$ cat config.mk
export PLATFORM = sky130hd
export DESIGN_NAME = scpr_host
export DESIGN_NICKNAME = d
export VERILOG_FILES = /design/src/hw/scpr_pkg.sv /design/src/hw/scpr_tick.sv /design/src/hw/scpr_host.sv
export VERILOG_INCLUDE_DIRS = /design/src /design/src/hw
export SDC_FILE = /design/constraint.sdc
export NUM_CORES = 1
export LEC_CHECK = 0
export ABC_AREA = 1
export BUFFER_PORTS_ARGS = -buffer_cell sky130_fd_sc_hd__buf_2
export CAP_MARGIN = 40
export CORE_ASPECT_RATIO = 1.1
export CORE_MARGIN = 2
export CORE_UTILIZATION = 64
export DETAILED_ROUTE_END_ITERATION = 7
export PLACE_DENSITY_LB_ADDON = 0.1
export SKIP_CTS_REPAIR_TIMING = 1
export SYNTH_ARGS = -nofsm -noshare
export SYNTH_HDL_FRONTEND = slang
export SYNTH_SLANG_ARGS = --single-unit
$ cat constraint.sdc
create_clock -name ref_clk_i -period 4 [get_ports ref_clk_i]
set_input_delay 0.4 -clock ref_clk_i [delete_from_list [all_inputs] [get_ports ref_clk_i]]
set_output_delay 0.4 -clock ref_clk_i [all_outputs]
set_load 0.05 [all_outputs]
$ cat src/hw/scpr_cfg.svh
// Constants of the serial configuration port host: register offsets,
// field positions, frame geometry and timing.
// Assumes inclusion by bare name from files that need these values.
`ifndef SCPR_CFG_SVH
`define SCPR_CFG_SVH

// Own APB register offsets
`define SCPR_OFF_CTRL 8'h00
`define SCPR_OFF_FRAME 8'h04
`define SCPR_OFF_STATUS 8'h08
`define SCPR_OFF_RXDATA 8'h0c

// Control register bits
`define SCPR_CTRL_GO 0
`define SCPR_CTRL_SYNC_AUTO 1
`define SCPR_CTRL_READBACK 2
`define SCPR_CTRL_RB_HOLD 3

// Status register bits
`define SCPR_ST_BUSY 0
`define SCPR_ST_DONE 1
`define SCPR_ST_REFUSED 2
`define SCPR_ST_ORDER 3
`define SCPR_ST_CAL_STALE 4

// Frame fields
`define SCPR_ADDR_MSB 4
`define SCPR_ADDR_LSB 0
`define SCPR_DIV_MSB 15
`define SCPR_DIV_LSB 5
`define SCPR_DDLY_MSB 27
`define SCPR_DDLY_LSB 18
`define SCPR_RESET_BIT 17
`define SCPR_DIV_LIMIT 11'd25
`define SCPR_DDLY_LIMIT 10'd12

// Register numbers of interest
`define SCPR_REG_R0 5'd0
`define SCPR_REG_LAST_OUT 5'd5
`define SCPR_REG_PLL2_R 5'd28
`define SCPR_REG_OSC_FREQ 5'd29
`define SCPR_REG_CAL 5'd30

// Bit counts, stored as last index and as count
`define SCPR_FRAME_LAST 5'd31
`define SCPR_RB_LAST 5'd26
`define SCPR_EXTRA_LAST 5'd2
`define SCPR_FRAME_BITS 6'd32
`define SCPR_RB_BITS 6'd27
`define SCPR_EXTRA_BITS 6'd3

// Serial clock timing
`define SCPR_CLK_NS 100
`define SCPR_SCLK_HALF_NS 400

`endif

$ cat src/hw/scpr_pkg.sv
// Types of the serial configuration port host.
// Assumes nothing beyond a SystemVerilog compiler.
package scpr_pkg;

  typedef enum logic [3:0] {
    S_IDLE = 4'h0,
    S_BIT_LO = 4'h1,
    S_BIT_HI = 4'h2,
    S_LE_HI = 4'h3,
    S_XH_HI = 4'h4,
    S_XH_LO = 4'h5,
    S_LE_LO = 4'h6,
    S_XL_HI = 4'h7,
    S_XL_LO = 4'h8,
    S_RB_HI = 4'h9,
    S_RB_LO = 4'ha,
    S_LE_END = 4'hb
  } scpr_state_e;

  // Serial lines driven toward the device
  typedef struct packed {
    logic sclk;
    logic le;
    logic sdo;
  } scpr_pins_s;

  // Per-frame options captured at start
  typedef struct packed {
    logic extra_hi;
    logic extra_lo;
    logic readback;
    logic rb_hold;
  } scpr_opts_s;

endpackage

$ cat src/hw/scpr_tick.sv
// Half-period timer for the serial clock.
// Assumes run_i is low while the sequencer is idle.
`timescale 1ns/1ps
`default_nettype none
module scpr_tick #(
  parameter int HALF_CYC = 4
) (
  input wire logic ref_clk_i,
  input wire logic resetn_i,
  input wire logic run_i,
  output logic tick_o
);

  logic [7:0] cnt_r;

  // Count while running, restart when stopped
  always_ff @(posedge ref_clk_i or negedge resetn_i) begin
    if (!resetn_i) begin
      cnt_r <= 8'h00;
    end else if (!run_i || tick_o) begin
      cnt_r <= 8'h00;
    end else begin
      cnt_r <= cnt_r + 8'h01;
    end
  end

  assign tick_o = run_i && (cnt_r == 8'(HALF_CYC - 1));

endmodule
`default_nettype wire

$ cat src/hw/scpr_host.sv
// Host sequencer for a three-wire serial configuration port with readback.
// Assumes an APB master on ref_clk_i and a device whose readback pin and
// oscillator-valid strap arrive asynchronously.
`include "scpr_cfg.svh"
`timescale 1ns/1ps
`default_nettype none
module scpr_host #(
  parameter int HALF_CYC = (`SCPR_SCLK_HALF_NS + `SCPR_CLK_NS - 1) / `SCPR_CLK_NS
) (
  input wire logic ref_clk_i,
  input wire logic resetn_i,
  input wire logic psel_i,
  input wire logic penable_i,
  input wire logic pwrite_i,
  input wire logic [7:0] paddr_i,
  input wire logic [31:0] pwdata_i,
  output logic [31:0] prdata_o,
  output logic pready_o,
  output logic pslverr_o,
  output logic serial_clock_line_o,
  output logic latch_enable_line_o,
  output logic serial_data_o,
  input wire logic readback_pin_i,
  input wire logic osc_valid_i
);

  scpr_pkg::scpr_state_e state_r;
  scpr_pkg::scpr_pins_s pins_r;
  scpr_pkg::scpr_opts_s opts_r;
  scpr_pkg::scpr_opts_s opts_nxt;
  logic [4:0] cnt_r;
  logic [31:0] sh_r;
  logic [26:0] rx_r;
  logic done_r;
  logic cap_r;
  logic [3:0] ctrl_r;
  logic [31:0] frame_r;
  logic st_done_r, st_refused_r, st_order_r, st_cal_stale_r;
  logic r0_seen_r;
  logic [4:0] last_addr_r;
  logic [31:0] prdata_r;
  logic rb_s1_r, rb_s2_r, osc_s1_r, osc_s2_r;
  logic tick;
  logic acc, wr, wr_ctrl, wr_status, go_req, refuse, go_ok, mapped;
  logic [4:0] go_addr;

  function automatic logic [4:0] frame_addr(input logic [31:0] w);
    frame_addr = w[`SCPR_ADDR_MSB:`SCPR_ADDR_LSB];
  endfunction

  // Pin synchronisers
  always_ff @(posedge ref_clk_i or negedge resetn_i) begin
    if (!resetn_i) begin
      rb_s1_r <= 1'b0;
      rb_s2_r <= 1'b0;
      osc_s1_r <= 1'b0;
      osc_s2_r <= 1'b0;
    end else begin
      rb_s1_r <= readback_pin_i;
      rb_s2_r <= rb_s1_r;
      osc_s1_r <= osc_valid_i;
      osc_s2_r <= osc_s1_r;
    end
  end

  scpr_tick #(.HALF_CYC(HALF_CYC)) u_tick (
    .ref_clk_i(ref_clk_i),
    .resetn_i(resetn_i),
    .run_i(state_r != scpr_pkg::S_IDLE),
    .tick_o(tick)
  );

  // APB decode, zero wait states
  assign acc = psel_i && penable_i;
  assign wr = acc && pwrite_i;
  assign mapped = (paddr_i == `SCPR_OFF_CTRL) || (paddr_i == `SCPR_OFF_FRAME) ||
                  (paddr_i == `SCPR_OFF_STATUS) || (paddr_i == `SCPR_OFF_RXDATA);
  assign pready_o = 1'b1;
  assign pslverr_o = acc && !mapped;
  assign prdata_o = prdata_r;
  assign wr_ctrl = wr && (paddr_i == `SCPR_OFF_CTRL);
  assign wr_status = wr && (paddr_i == `SCPR_OFF_STATUS);
  assign go_req = wr_ctrl && pwdata_i[`SCPR_CTRL_GO];
  assign go_addr = frame_addr(frame_r);
  // Reset write to R0 after any earlier accepted R0 write, and calibration without oscillator, refused
  assign refuse = (go_addr == `SCPR_REG_R0 && frame_r[`SCPR_RESET_BIT] && r0_seen_r) ||
                  (go_addr == `SCPR_REG_CAL && !osc_s2_r);
  assign go_ok = go_req && (state_r == scpr_pkg::S_IDLE) && !refuse;

  // Frame options chosen from the frame contents and control bits
  always_comb begin
    logic big;
    big = 1'b0;
    big = (go_addr <= `SCPR_REG_LAST_OUT) &&
          ((frame_r[`SCPR_DIV_MSB:`SCPR_DIV_LSB] > `SCPR_DIV_LIMIT) ||
           (frame_r[`SCPR_DDLY_MSB:`SCPR_DDLY_LSB] > `SCPR_DDLY_LIMIT));
    opts_nxt.extra_hi = big && pwdata_i[`SCPR_CTRL_SYNC_AUTO];
    opts_nxt.extra_lo = big && !pwdata_i[`SCPR_CTRL_SYNC_AUTO] && !pwdata_i[`SCPR_CTRL_READBACK];
    opts_nxt.readback = pwdata_i[`SCPR_CTRL_READBACK];
    opts_nxt.rb_hold = pwdata_i[`SCPR_CTRL_RB_HOLD];
  end

  // Software registers and sticky status, set wins over clear
  always_ff @(posedge ref_clk_i or negedge resetn_i) begin
    if (!resetn_i) begin
      ctrl_r <= 4'h0;
      frame_r <= 32'h0000_0000;
      st_done_r <= 1'b0;
      st_refused_r <= 1'b0;
      st_order_r <= 1'b0;
      st_cal_stale_r <= 1'b0;
      r0_seen_r <= 1'b0;
      last_addr_r <= 5'h00;
    end else begin
      if (wr_ctrl) begin
        ctrl_r <= {pwdata_i[3:1], 1'b0};
      end
      if (wr && paddr_i == `SCPR_OFF_FRAME) begin
        frame_r <= pwdata_i;
      end
      if (done_r) begin
        st_done_r <= 1'b1;
      end else if (wr_status && pwdata_i[`SCPR_ST_DONE]) begin
        st_done_r <= 1'b0;
      end
      if (go_req && !go_ok) begin
        st_refused_r <= 1'b1;
      end else if (wr_status && pwdata_i[`SCPR_ST_REFUSED]) begin
        st_refused_r <= 1'b0;
      end
      if (go_ok && go_addr < last_addr_r) begin
        st_order_r <= 1'b1;
      end else if (wr_status && pwdata_i[`SCPR_ST_ORDER]) begin
        st_order_r <= 1'b0;
      end
      if (go_ok && (go_addr == `SCPR_REG_PLL2_R || go_addr == `SCPR_REG_OSC_FREQ)) begin
        st_cal_stale_r <= 1'b1;
      end else if (go_ok && go_addr == `SCPR_REG_CAL) begin
        st_cal_stale_r <= 1'b0;
      end
      if (go_ok) begin
        last_addr_r <= go_addr;
        if (go_addr == `SCPR_REG_R0) begin
          r0_seen_r <= 1'b1;
        end
      end
    end
  end

  // Read data registered in the setup cycle
  always_ff @(posedge ref_clk_i or negedge resetn_i) begin
    if (!resetn_i) begin
      prdata_r <= 32'h0000_0000;
    end else if (psel_i && !penable_i) begin
      unique case (paddr_i)
        `SCPR_OFF_CTRL: prdata_r <= {28'h0000000, ctrl_r};
        `SCPR_OFF_FRAME: prdata_r <= frame_r;
        `SCPR_OFF_STATUS: prdata_r <= {27'h0000000, st_cal_stale_r, st_order_r, st_refused_r,
                                      st_done_r, state_r != scpr_pkg::S_IDLE};
        `SCPR_OFF_RXDATA: prdata_r <= {5'h00, rx_r};
        default: prdata_r <= 32'h0000_0000;
      endcase
    end
  end

  // Serial sequencer
  always_ff @(posedge ref_clk_i or negedge resetn_i) begin
    if (!resetn_i) begin
      state_r <= scpr_pkg::S_IDLE;
      pins_r <= '0;
      opts_r <= '0;
      cnt_r <= 5'h00;
      sh_r <= 32'h0000_0000;
      rx_r <= 27'h0000000;
      done_r <= 1'b0;
      cap_r <= 1'b0;
    end else begin
      done_r <= 1'b0;
      cap_r <= 1'b0;
      unique case (state_r)
        scpr_pkg::S_IDLE: begin
          if (go_ok) begin
            sh_r <= frame_r;
            opts_r <= opts_nxt;
            pins_r.sdo <= frame_r[31];
            pins_r.le <= 1'b0;
            cnt_r <= `SCPR_FRAME_LAST;
            state_r <= scpr_pkg::S_BIT_LO;
          end
        end
        scpr_pkg::S_BIT_LO: begin
          if (tick) begin
            pins_r.sclk <= 1'b1;
            state_r <= scpr_pkg::S_BIT_HI;
          end
        end
        scpr_pkg::S_BIT_HI: begin
          if (tick) begin
            pins_r.sclk <= 1'b0;
            if (cnt_r == 5'h00) begin
              pins_r.le <= 1'b1;
              state_r <= scpr_pkg::S_LE_HI;
            end else begin
              cnt_r <= cnt_r - 5'h01;
              sh_r <= {sh_r[30:0], 1'b0};
              pins_r.sdo <= sh_r[30];
              state_r <= scpr_pkg::S_BIT_LO;
            end
          end
        end
        scpr_pkg::S_LE_HI: begin
          if (tick) begin
            if (opts_r.extra_hi) begin
              pins_r.sclk <= 1'b1;
              cnt_r <= `SCPR_EXTRA_LAST;
              state_r <= scpr_pkg::S_XH_HI;
            end else if (opts_r.readback && opts_r.rb_hold) begin
              pins_r.sclk <= 1'b1;
              cnt_r <= `SCPR_RB_LAST;
              state_r <= scpr_pkg::S_RB_HI;
            end else begin
              pins_r.le <= 1'b0;
              state_r <= scpr_pkg::S_LE_LO;
            end
          end
        end
        scpr_pkg::S_XH_HI: begin
          if (tick) begin
            pins_r.sclk <= 1'b0;
            state_r <= scpr_pkg::S_XH_LO;
          end
        end
        scpr_pkg::S_XH_LO: begin
          if (tick) begin
            if (cnt_r != 5'h00) begin
              cnt_r <= cnt_r - 5'h01;
              pins_r.sclk <= 1'b1;
              state_r <= scpr_pkg::S_XH_HI;
            end else if (opts_r.readback && opts_r.rb_hold) begin
              pins_r.sclk <= 1'b1;
              cnt_r <= `SCPR_RB_LAST;
              state_r <= scpr_pkg::S_RB_HI;
            end else begin
              pins_r.le <= 1'b0;
              state_r <= scpr_pkg::S_LE_LO;
            end
          end
        end
        scpr_pkg::S_LE_LO: begin
          if (tick) begin
            if (opts_r.extra_lo) begin
              pins_r.sclk <= 1'b1;
              cnt_r <= `SCPR_EXTRA_LAST;
              state_r <= scpr_pkg::S_XL_HI;
            end else if (opts_r.readback) begin
              pins_r.sclk <= 1'b1;
              cnt_r <= `SCPR_RB_LAST;
              state_r <= scpr_pkg::S_RB_HI;
            end else begin
              done_r <= 1'b1;
              state_r <= scpr_pkg::S_IDLE;
            end
          end
        end
        scpr_pkg::S_XL_HI: begin
          if (tick) begin
            pins_r.sclk <= 1'b0;
            state_r <= scpr_pkg::S_XL_LO;
          end
        end
        scpr_pkg::S_XL_LO: begin
          if (tick) begin
            if (cnt_r != 5'h00) begin
              cnt_r <= cnt_r - 5'h01;
              pins_r.sclk <= 1'b1;
              state_r <= scpr_pkg::S_XL_HI;
            end else begin
              done_r <= 1'b1;
              state_r <= scpr_pkg::S_IDLE;
            end
          end
        end
        scpr_pkg::S_RB_HI: begin
          if (tick) begin
            pins_r.sclk <= 1'b0;
            rx_r <= {rx_r[25:0], rb_s2_r};
            cap_r <= 1'b1;
            state_r <= scpr_pkg::S_RB_LO;
          end
        end
        scpr_pkg::S_RB_LO: begin
          if (tick) begin
            if (cnt_r != 5'h00) begin
              cnt_r <= cnt_r - 5'h01;
              pins_r.sclk <= 1'b1;
              state_r <= scpr_pkg::S_RB_HI;
            end else if (pins_r.le) begin
              pins_r.le <= 1'b0;
              state_r <= scpr_pkg::S_LE_END;
            end else begin
              done_r <= 1'b1;
              state_r <= scpr_pkg::S_IDLE;
            end
          end
        end
        scpr_pkg::S_LE_END: begin
          if (tick) begin
            done_r <= 1'b1;
            state_r <= scpr_pkg::S_IDLE;
          end
        end
        default: begin
          pins_r <= '0;
          state_r <= scpr_pkg::S_IDLE;
        end
      endcase
    end
  end

  assign serial_clock_line_o = pins_r.sclk;
  assign latch_enable_line_o = pins_r.le;
  assign serial_data_o = pins_r.sdo;

  // Checker helpers: serial clock rises per phase
  logic [5:0] lo_rises_r, hi_rises_r, rb_rises_r;
  logic sclk_q_r;

  // Previous serial clock level, for rise detection
  always_ff @(posedge ref_clk_i or negedge resetn_i) begin
    if (!resetn_i) begin
      sclk_q_r <= 1'b0;
    end else begin
      sclk_q_r <= pins_r.sclk;
    end
  end

  // Rise counters, cleared at each accepted frame
  always_ff @(posedge ref_clk_i or negedge resetn_i) begin
    if (!resetn_i) begin
      lo_rises_r <= 6'h00;
      hi_rises_r <= 6'h00;
      rb_rises_r <= 6'h00;
    end else if (go_ok) begin
      lo_rises_r <= 6'h00;
      hi_rises_r <= 6'h00;
      rb_rises_r <= 6'h00;
    end else if (pins_r.sclk && !sclk_q_r) begin
      if (!pins_r.le && state_r == scpr_pkg::S_BIT_HI) begin
        lo_rises_r <= lo_rises_r + 6'h01;
      end
      if (pins_r.le && state_r == scpr_pkg::S_XH_HI) begin
        hi_rises_r <= hi_rises_r + 6'h01;
      end
      if (state_r == scpr_pkg::S_RB_HI) begin
        rb_rises_r <= rb_rises_r + 6'h01;
      end
    end
  end
endmodule
`default_nettype wire

==> results.yml, run 1 <==
synth:
  netlist_area_before_placement_um2: 8210
  synth_cell_types: 44
  synth_seq_cells: 164
  post_synth.cell_area_avg_um2: 7.91
  synth_seq_area_share: 0.500
  synth_largest_type_area_fraction: 0.500
  synth.net_count: 1094
  synthArstFlopShare: 1.00
  ys_warn_count: 0
  synth.most_common_cell: "nand2_1"
  synth.top_cells.by_count: "316 x nand2_1, 164 x dfrtp_1, 107 x inv_1"
  ys_dominant_reg_cell: "dfrtp_1"
  synth_top_cells_by_area: "dfrtp_1 50%, nand2_1 14%, inv_1 4.9%"
  number_of_enable_flip_flop_cells_after_synthesis: 0
  postSynthCellCount: 1038
  netlist.top_cell.by_area: "dfrtp_1"
grt:
  grt_pass1_vias: 6828
  grt_pass1_wl_um: 32700
  global_route.usage.total: 0.303
  grt_max_degree: 72
  grt_antenna_before_repair: 1
  grt_overflow: 0
timing:
  clock.fmax_mhz: 406
  period_minus_slack_ns: 2.47
  finalSetupViolCount: 0
  timing_worst_slew_pin_value_ns: 0.847
  whs_ns: 0.0779
  timing.setup.tns_ns: 0
  timing.final.max_slew_violations: 0
  max_slew_headroom: 0.434
  min_period_over_period: 0.616
  grt_setup_unrepaired: "no"
  clock_skew_ns: 0.00739
  hold_viol: 0
floorplan:
  core_region_area_um2: 12600
  die_width_um: 112
  floorplan.die.height_um: 123
  die_area_um2: 13800
  floorplan.rows: 43
  io_pins: 84
  starting_density_of_the_core: 0.652
drt:
  dr_total_vias: 7194
  routedWlPerCell_um: 15.5
  detail_route_antenna_nets: 0
  drt_pre_antenna_iters: 7
  detail_route.vias_per_cell: 5.65
  remaining_drc_errors: 0
  dr.first_iter.drc_count: 810
  detail_route.wirelength_um: 19800
cts:
  tritoncts: "yes"
  numClockSinks: 164
  clkTransAtPathRegs_ns: 0.06
  cts-buffers-inserted: 17
  clock_tree.root_cell: "clkbuf_16"
  cts_max_level: 4
  clk-insertion-delay-late_ns: 0.43
  max-clock-path-buffers: 2
power_and_ir_drop:
  finalPower_mw: 5.74
  ir_worst_vdd_uv: 458
  pwr-share-clk: 0.299
  internal_power_mw: 3.58
  seqPwrFrac: 0.362
  pwr_density_cell_nw_per_um2: 615
  power.leakage_nw: 4.89
  power_switching_share: 0.377
  power.combinational.fraction: 0.339
  sw_pwr_mw: 2.16
placement:
  routabilityCongestion: 0.963
  post-place-cells: 1241
  port_buffers: 82
  dp.final_hpwl_um: 13700
layout:
  drive_gt1_frac: 0.144
  post_layout_nonfiller_instances: 1273
  multi_input_area_um2: 3400
  area_growth_syn_to_layout_pct: 13.6
  layout.area.seq_um2: 4100
  design.final.nets: 1160
  fill_cells: 998
  antenna-diode-count: 0
hold_path:
  hold_path.class: "input port to flop"
setup_path:
  critPathArrivalTime_ns: 2.07
  path_class: "input port to primary output"
  required_ns: 3.60
  endpoint_kind: "primary output"
  critPathMaxFanout: 24
  timing.critical_path.from_type: "input port"
status:
  result_of_the_run: "completed"
job:
  max_cap_violation_count: 0
-- flip-flops by register name, summed over array words and instances (netlist names), 3 cells and up --
| register | cells |
|---|---|
| opts_r | 4 |
| state_r | 4 |
| rx_r | 27 |
| cnt_r | 5 |
| last_addr_r | 5 |
| frame_r | 32 |
| u_tick.cnt_r | 8 |
| prdata_o | 32 |
| sh_r | 31 |
| ctrl_r | 3 |
-- metrics by stage --
step | setup WS [ns] | util | instance area (um^2)
after CTS | 1.56 | 0.740 | 9320
after floorplan | 0.989 | - | 8210
after global routing | 1.39 | 0.741 | 9330
after detailed placement | 1.57 | 0.690 | 8690
final | 1.53 | 0.741 | 9330
after global placement | 1.57 | 0.686 | 8640
-- final cells by class --
cell class / instances / share of cell area
clock buffers: 22 / 0.0519
clock inverters: 9 / 0.0153
inverters: 116 / 0.0467
multi-input cells: 710 / 0.364
flip-flops and latches: 164 / 0.440
well taps: 157 / 0.0211
repair buffers: 95 / 0.0610
-- power by group through the flow --
stage	clock, mW	sequential, mW	combinational, mW
floorplan	0	2.08	1.58
global route	1.81	2.10	2.22
detailed placement	0	2.10	1.93
CTS	1.74	2.07	1.95
finish	1.71	2.08	1.95
global placement	0	2.09	1.91
-- worst max-delay path, cell delays in order --
cell	delay, ns
buf_2	0.08
nor2_1	0.04
nand2_1	0.11
inv_1	0.14
nand2_1	0.66
nand2_1	0.12
nor4_1	0.20
buf_2	0.31
-- path summary, 6_finish.rpt --
| path | from | endpoint | slack [ns] | depth (start not counted) |
|---|---|---|---|---|
| worst max-delay path | paddr_i[5] | pslverr_o | 1.53 | 8 |
| worst min-delay path | osc_valid_i | osc_s1_r$_DFF_PN0_ | 0.08 | 1 |
| worst max register to register | cnt_r[0]$_DFFE_PN0P_ | sh_r[12]$_DFFE_PN0P_ | 1.59 | 10 |
| worst min register to register | rb_s1_r$_DFF_PN0_ | rb_s2_r$_DFF_PN0_ | 0.36 | 0 |
| max in group asynchronous | resetn_i | sh_r[17]$_DFFE_PN0P_ | 2.90 | 3 |
| min in group asynchronous | resetn_i | rx_r[10]$_DFFE_PN0P_ | 0.44 | 2 |
-- placed cells by master (no fill, tap or decap), types with 8 or more instances in the layout --
cell / Yosys / layout
a21oi_1: 48 / 48
buf_2: 24 / 81
buf_4: 1 / 9
clkbuf_16: 0 / 17
dfrtp_1: 164 / 164
ha_1: 9 / 9
inv_1: 107 / 107
inv_2: 8 / 8
nand2_1: 316 / 315
nand2_2: 7 / 8
nand3_1: 45 / 45
nand4_1: 38 / 38
nor2_1: 79 / 78
nor3_1: 11 / 11
o21ai_0: 70 / 70
o21ai_1: 19 / 19
o22ai_1: 23 / 23
-- kinds of logic (layout without fill, tap and decap cells) --
family / Yosys count / count (layout) / share of synthesized area
AND/OR/NAND/NOR: 521 / 521 / 0.279
AO/OA/AOI/OAI: 177 / 177 / 0.117
flip-flops: 164 / 164 / 0.500
buffers and inverters: 164 / 242 / 0.0882
adder cells (fa/ha/maj): 9 / 9 / 0.0137
other: 1 / 1 / 0.000457
XOR/XNOR: 1 / 1 / 0.00107
multiplexers: 1 / 1 / 0.00137
-- layer usage --
| metal | global-route usage | part of all wire |
|---|---|---|
| met1 | 0.386 | 0.41 |
| met2 | 0.520 | 0.50 |
| met3 | 0.0523 | 0.054 |
| met4 | 0.123 | 0.029 |
| met5 | 0 | 0.00066 |
Power figures use the tool's default switching activity.
==> run 2: changes to the inputs <==
--- a/config.mk
+++ b/config.mk
@@ -11,7 +11,7 @@
 export CAP_MARGIN = 40
 export CORE_ASPECT_RATIO = 1.1
 export CORE_MARGIN = 2
-export CORE_UTILIZATION = 64
+export CORE_UTILIZATION = 59
 export DETAILED_ROUTE_END_ITERATION = 7
 export PLACE_DENSITY_LB_ADDON = 0.1
 export SKIP_CTS_REPAIR_TIMING = 1
==> constraint.sdc (replaced) <==
create_clock -name ref_clk_i -period 2.6 [get_ports ref_clk_i]
set_input_delay 0.26 -clock ref_clk_i [delete_from_list [all_inputs] [get_ports ref_clk_i]]
set_output_delay 0.26 -clock ref_clk_i [all_outputs]
set_load 0.05 [all_outputs]
==> results.yml, run 2 (synthesis gave the netlist of run 1 again) <==
power_and_ir_drop:
  seqPwrFrac: 0.369
  finalPower_mw: 8.66
  ir_worst_vdd_uv: 527
  pwr-share-clk: 0.283
  internal_power_mw: 5.35
  power_switching_share: 0.383
  power.combinational.fraction: 0.347
  sw_pwr_mw: 3.31
  power.leakage_nw: 4.87
  pwr_density_cell_nw_per_um2: 930
status:
  result_of_the_run: "complete, but fails checks"
  violations: "negative hold slack"
layout:
  top_library_cells_by_usage_in_the_layout_fill_and_taps_aside: "315 x nand2_1, 164 x dfrtp_1, 107 x inv_1"
  antenna-diode-count: 0
  drive_gt1_frac: 0.145
  layout.cells.most_common: "nand2_1"
  post_layout_nonfiller_instances: 1308
  design.final.nets: 1164
  area_growth_syn_to_layout_pct: 13.5
drt:
  remaining_drc_errors: 0
  dr_total_vias: 7108
  drt_pre_antenna_iters: 5
  routedWlPerCell_um: 15.4
  detail_route.wirelength_um: 20200
  detail_route_antenna_nets: 0
  dr.first_iter.drc_count: 717
  detail_route.vias_per_cell: 5.43
cts:
  cts_max_level: 4
  clock_tree.root_cell: "clkbuf_16"
  cts-buffers-inserted: 17
  clkTransAtPathRegs_ns: 0.06
  max-clock-path-buffers: 2
  tritoncts: "yes"
  numClockSinks: 164
  clk-insertion-delay-late_ns: 0.43
placement:
  dp.final_hpwl_um: 13900
  routabilityCongestion: 0.968
  post-place-cells: 1275
  port_buffers: 82
setup_path:
  cp_slowest_stage_delay_ns: 0.44
  crit_path_cell_trace: "inv_1 -> ha_1 -> nand3_4 -> clkinv_1 -> buf_4 -> nand2_1 -> o21ai_0 -> nand4_1 -> nand2_1"
  required_ns: 2.97
  crit_path_frequent_cell: "nand2_1"
  timing.critical_path.from_type: "flop"
  critPathArrivalTime_ns: 2.50
  critPathMaxFanout: 61
  r2r_cells: 9
  worstSetupStartpoint: "state_r[2]$_DFFE_PN0P_"
  path_class: "flop to flop"
  timing.critical_path.slowest_stage_cell: "buf_4"
  r2r_setup_slack_ns: 0.47
  endpoint_kind: "flop"
  critical_path.reg2reg.startpoint: "state_r[2]$_DFFE_PN0P_"
  rr_endpoint: "sh_r[16]$_DFFE_PN0P_"
grt:
  grt_overflow: 0
  global_route.usage.total: 0.291
  grt_pass1_vias: 6928
  grt_max_degree: 165
  grt_antenna_before_repair: 0
  grt_pass1_wl_um: 33400
timing:
  max_slew_headroom: 0.425
  period_minus_slack_ns: 2.13
  clock_skew_ns: 0.00771
  timing_worst_slew_pin_value_ns: 0.862
  grt_setup_unrepaired: "no"
  hold_viol: 18
  min_period_over_period: 0.820
  finalSetupViolCount: 0
  timing.final.max_slew_violations: 0
  timing.setup.tns_ns: 0
  whs_ns: -0.0525
  clock.fmax_mhz: 469
floorplan:
  floorplan.die.height_um: 128
  core_region_area_um2: 13700
  starting_density_of_the_core: 0.600
  die_area_um2: 14900
  die_width_um: 116
  floorplan.rows: 45
  io_pins: 84
job:
  max_cap_violation_count: 0
hold_path:
  hold_path.class: "input port to asynchronous set/reset pin"
## run 2: changes by cell type in the layout (fill, tap and decap cells not counted), moves of 2 or more
cell	before	now
buf_16	2	0
buf_4	9	13
clkbuf_1	1	4
clkbuf_8	4	2
clkinv_2	0	3
## run 2: worst max-delay path, delay by kind of cell, from the launching register on
kind / cells / cell delay [ns]
buf+inv: 3 / 0.62
simple gates: 4 / 0.53
flops: 1 / 0.39
fa+ha+maj: 1 / 0.35
compound gates: 1 / 0.16
## run 2: power groups by stage
| stage | Sequential [mW] | Clock (mW) | Combinational [mW] |
|---|---|---|---|
| 4_1_cts | 3.19 | 2.48 | 3.01 |
| 3_5_place_dp | 3.23 | 0 | 3.00 |
| 5_1_grt | 3.24 | 2.59 | 3.42 |
| 6_report | 3.20 | 2.46 | 3.01 |
| 3_3_place_gp | 3.23 | 0 | 2.94 |
| 2_1_floorplan | 3.20 | 0 | 2.43 |
## run 2: how the worst max path moves through the flow
| stage | to | slack (ns) | cells past startpoint |
|---|---|---|---|
| detailed placement | st_cal_stale_r$_DFFE_PN0P_ | 0.54 | 10 |
| finish | sh_r[16]$_DFFE_PN0P_ | 0.47 | 9 |
| global route | sh_r[16]$_DFFE_PN0P_ | 0.24 | 9 |
| CTS | sh_r[16]$_DFFE_PN0P_ | 0.50 | 9 |
| floorplan | pslverr_o | 0.44 | 7 |
| global placement | st_cal_stale_r$_DFFE_PN0P_ | 0.58 | 10 |
## run 2: routing by layer
metal	vias up	wire, um	GRT usage
met2	203	10000	0.489
met4	0	564	0.116
met5	-	0	0
met1	3357	8640	0.374
li1	3500	-	-
met3	48	936	0.0520
## run 2: stage by stage
step           utilization  setup slack (ns)  instance area [um^2]
5_1_grt              0.681             0.242                  9320
6_report             0.681             0.469                  9320
3_3_place_gp         0.638             0.578                  8730
4_1_cts              0.680             0.498                  9300
2_1_floorplan            -             0.445                  8220
3_5_place_dp         0.638             0.539                  8730
## run 2: cell type report
class,count,area [um^2]
clock buffers,23,468
clock inverters,8,100
fillers,1173,4360
inverters,116,435
multi-input cells,710,3400
flip-flops and latches,164,4100
well taps,188,235
repair buffers,99,574
==> run 3: changes to the inputs <==
--- a/config.mk
+++ b/config.mk
@@ -6,7 +6,7 @@
 export SDC_FILE = /design/constraint.sdc
 export NUM_CORES = 1
 export LEC_CHECK = 0
-export ABC_AREA = 1
+export ABC_AREA = 0
 export BUFFER_PORTS_ARGS = -buffer_cell sky130_fd_sc_hd__buf_2
 export CAP_MARGIN = 40
 export CORE_ASPECT_RATIO = 1.1
==> constraint.sdc (replaced) <==
create_clock -name ref_clk_i -period 2 [get_ports ref_clk_i]
set_input_delay 0.2 -clock ref_clk_i [delete_from_list [all_inputs] [get_ports ref_clk_i]]
set_output_delay 0.2 -clock ref_clk_i [all_outputs]
set_load 0.05 [all_outputs]
==> results.yml, run 3 <==
setup_path:
  critPathMaxFanout: 16
  path_class: "flop to flop"
  required_ns: 2.31
  r2r_cells: 7
  timing.critical_path.from_type: "flop"
  critPathArrivalTime_ns: 2.84
  critical_path.reg2reg.startpoint: "frame_r[2]$_DFFE_PN0P_"
  rr_endpoint: "sh_r[18]$_DFFE_PN0P_"
  r2r_setup_slack_ns: -0.53
  worstSetupStartpoint: "frame_r[2]$_DFFE_PN0P_"
  endpoint_kind: "flop"
floorplan:
  core_region_area_um2: 13200
  die_width_um: 115
  starting_density_of_the_core: 0.604
  die_area_um2: 14400
  floorplan.die.height_um: 126
  io_pins: 84
  floorplan.rows: 44
grt:
  grt_pass1_vias: 6758
  grt_antenna_before_repair: 0
  grt_max_degree: 52
  grt_pass1_wl_um: 33100
  grt_overflow: 0
  global_route.usage.total: 0.293
power_and_ir_drop:
  pwr-share-clk: 0.479
  power_switching_share: 0.226
  power.combinational.fraction: 0.034
  power.leakage_nw: 5.28
  sw_pwr_mw: 1.55
  internal_power_mw: 5.32
  seqPwrFrac: 0.487
  pwr_density_cell_nw_per_um2: 661
  ir_worst_vdd_uv: 629
timing:
  min_period_over_period: 1.27
  max_slew_headroom: 0.631
  clock_skew_ns: 0.00823
  grt_setup_unrepaired: "yes"
  whs_ns: -0.000911
  clock.fmax_mhz: 395
  period_minus_slack_ns: 2.53
  finalSetupViolCount: 52
  timing_worst_slew_pin_value_ns: 0.549
  final_critical_path_setup_slack_ns: -0.535
  hold_viol: 2
  timing.final.max_slew_violations: 0
synth:
  synthArstFlopShare: 1.00
  synth.top_cells.by_count: "164 x dfrtp_1, 164 x nand2_1, 97 x mux2_2"
  postSynthCellCount: 774
  number_of_enable_flip_flop_cells_after_synthesis: 0
  synth_top_cells_by_area: "dfrtp_1 52%, mux2_2 14%, nand2_1 7.8%"
  synth.net_count: 830
  synth_seq_area_share: 0.517
  ys_dominant_reg_cell: "dfrtp_1"
  netlist_area_before_placement_um2: 7940
  netlist.top_cell.by_area: "dfrtp_1"
  ys_warn_count: 0
  synth_largest_type_area_fraction: 0.517
  synth_cell_types: 61
  post_synth.cell_area_avg_um2: 10.3
  synth_seq_cells: 164
layout:
  fin_util: 0.789
  top_library_cells_by_usage_in_the_layout_fill_and_taps_aside: "163 x dfrtp_1, 162 x nand2_1, 85 x buf_4"
  design.final.nets: 997
  area_growth_syn_to_layout_pct: 30.8
  post-route-cell-area_um2: 10400
  antenna-diode-count: 0
  drive_gt1_frac: 0.386
  post_layout_nonfiller_instances: 1115
  layout.cells.most_common: "dfrtp_1"
placement:
  placed_instance_area_um2: 9310
  dp.final_hpwl_um: 14200
  port_buffers: 82
  post-place-cells: 1063
  routabilityCongestion: 0.896
status:
  violations: "negative hold slack, negative setup slack"
  result_of_the_run: "complete, but fails checks"
cts:
  tritoncts: "yes"
  max-clock-path-buffers: 2
  cts-buffers-inserted: 17
  clk-insertion-delay-late_ns: 0.43
  cts_max_level: 4
  clock_tree.root_cell: "clkbuf_16"
  clkTransAtPathRegs_ns: 0.07
  numClockSinks: 164
hold_path:
  whs_path_depth: 2
  min_delay_worst_endpoint: "frame_r[11]$_DFFE_PN0P_"
  hp-start: "pwdata_i[11]"
  hold_path.class: "input port to flop"
job:
  max_cap_violation_count: 0
drt:
  detail_route_antenna_nets: 0
  dr_total_vias: 6613
  detail_route.wirelength_um: 20900
  routedWlPerCell_um: 18.8
  remaining_drc_errors: 0
  dr.first_iter.drc_count: 574
  drt_pre_antenna_iters: 5
  detail_route.vias_per_cell: 5.93
## run 3: cell count changes after synthesis, moves of 31 or more
cell,change
mux2_2,+96
nand2_1,-152
inv_1,-90
nand3_1,-31
nor2_1,-37
nand4_1,-37
## run 3: critical path, cell delays in order (launching register included)
cell	delay [ns]
dfrtp_1	0.38
or3_4	0.40
or4_4	0.45
and3_4	0.17
and2_4	0.18
o211ai_4	0.27
buf_12	0.21
mux2_2	0.35
## run 3: cell type report
| cell class | instances | area, um^2 |
|---|---|---|
| Sequential cell | 164 | 4110 |
| Clock buffer | 19 | 443 |
| Clock inverter | 13 | 150 |
| Fill cell | 818 | 2770 |
| Inverter | 17 | 63.8 |
| Tap cell | 161 | 201 |
| Timing Repair Buffer | 192 | 1440 |
| Multi-Input combinational cell | 549 | 3980 |
## run 3: layer usage
metal  share of wire  track usage
met3           0.044       0.0525
met1            0.42        0.394
met5               0            0
met2            0.50        0.468
met4           0.030        0.127
## run 3: how the worst max path moves through the flow
stage	cells after the start	to	slack [ns]
floorplan	7	sh_r[21]$_DFFE_PN0P_	-0.44
global placement	7	sh_r[11]$_DFFE_PN0P_	-0.42
detailed placement	7	sh_r[28]$_DFFE_PN0P_	-0.49
CTS	7	sh_r[9]$_DFFE_PN0P_	-0.55
global route	7	sh_r[25]$_DFFE_PN0P_	-0.58
finish	7	sh_r[18]$_DFFE_PN0P_	-0.53
## run 3: logic make-up (layout without fill, tap and decap cells)
kind of cell    after synthesis  in the layout  share of synthesized area
simple gates                273            273                      0.155
flops                       164            164                      0.517
compound gates              155            155                      0.125
mux                         104            104                      0.147
buf+inv                      61            241                     0.0340
fa+ha+maj                     9              9                     0.0142
xor+xnor                      7              7                    0.00772
other cells                   1              1                   0.000472
## run 3: per-stage QoR
step	setup WS [ns]	hold WS [ns]	total power [mW]	TNS [ns]
3_5_place_dp	-0.491	0.187	3.64	-28.08
6_report	-0.535	-0.000911	6.87	-21.35
5_1_grt	-0.580	0.00138	7.05	-24.40
2_1_floorplan	-0.439	-0.0956	3.47	-19.99
3_3_place_gp	-0.425	0.180	3.63	-23.96
4_1_cts	-0.553	-0.268	6.89	-22.06
## run 3: power by group through the flow
stage,logic (mW),clock network (mW),registers [mW]
global placement,0.221,0,3.41
floorplan,0.0650,0,3.40
global route,0.263,3.45,3.34
CTS,0.230,3.32,3.34
detailed placement,0.229,0,3.41
finish,0.235,3.29,3.35
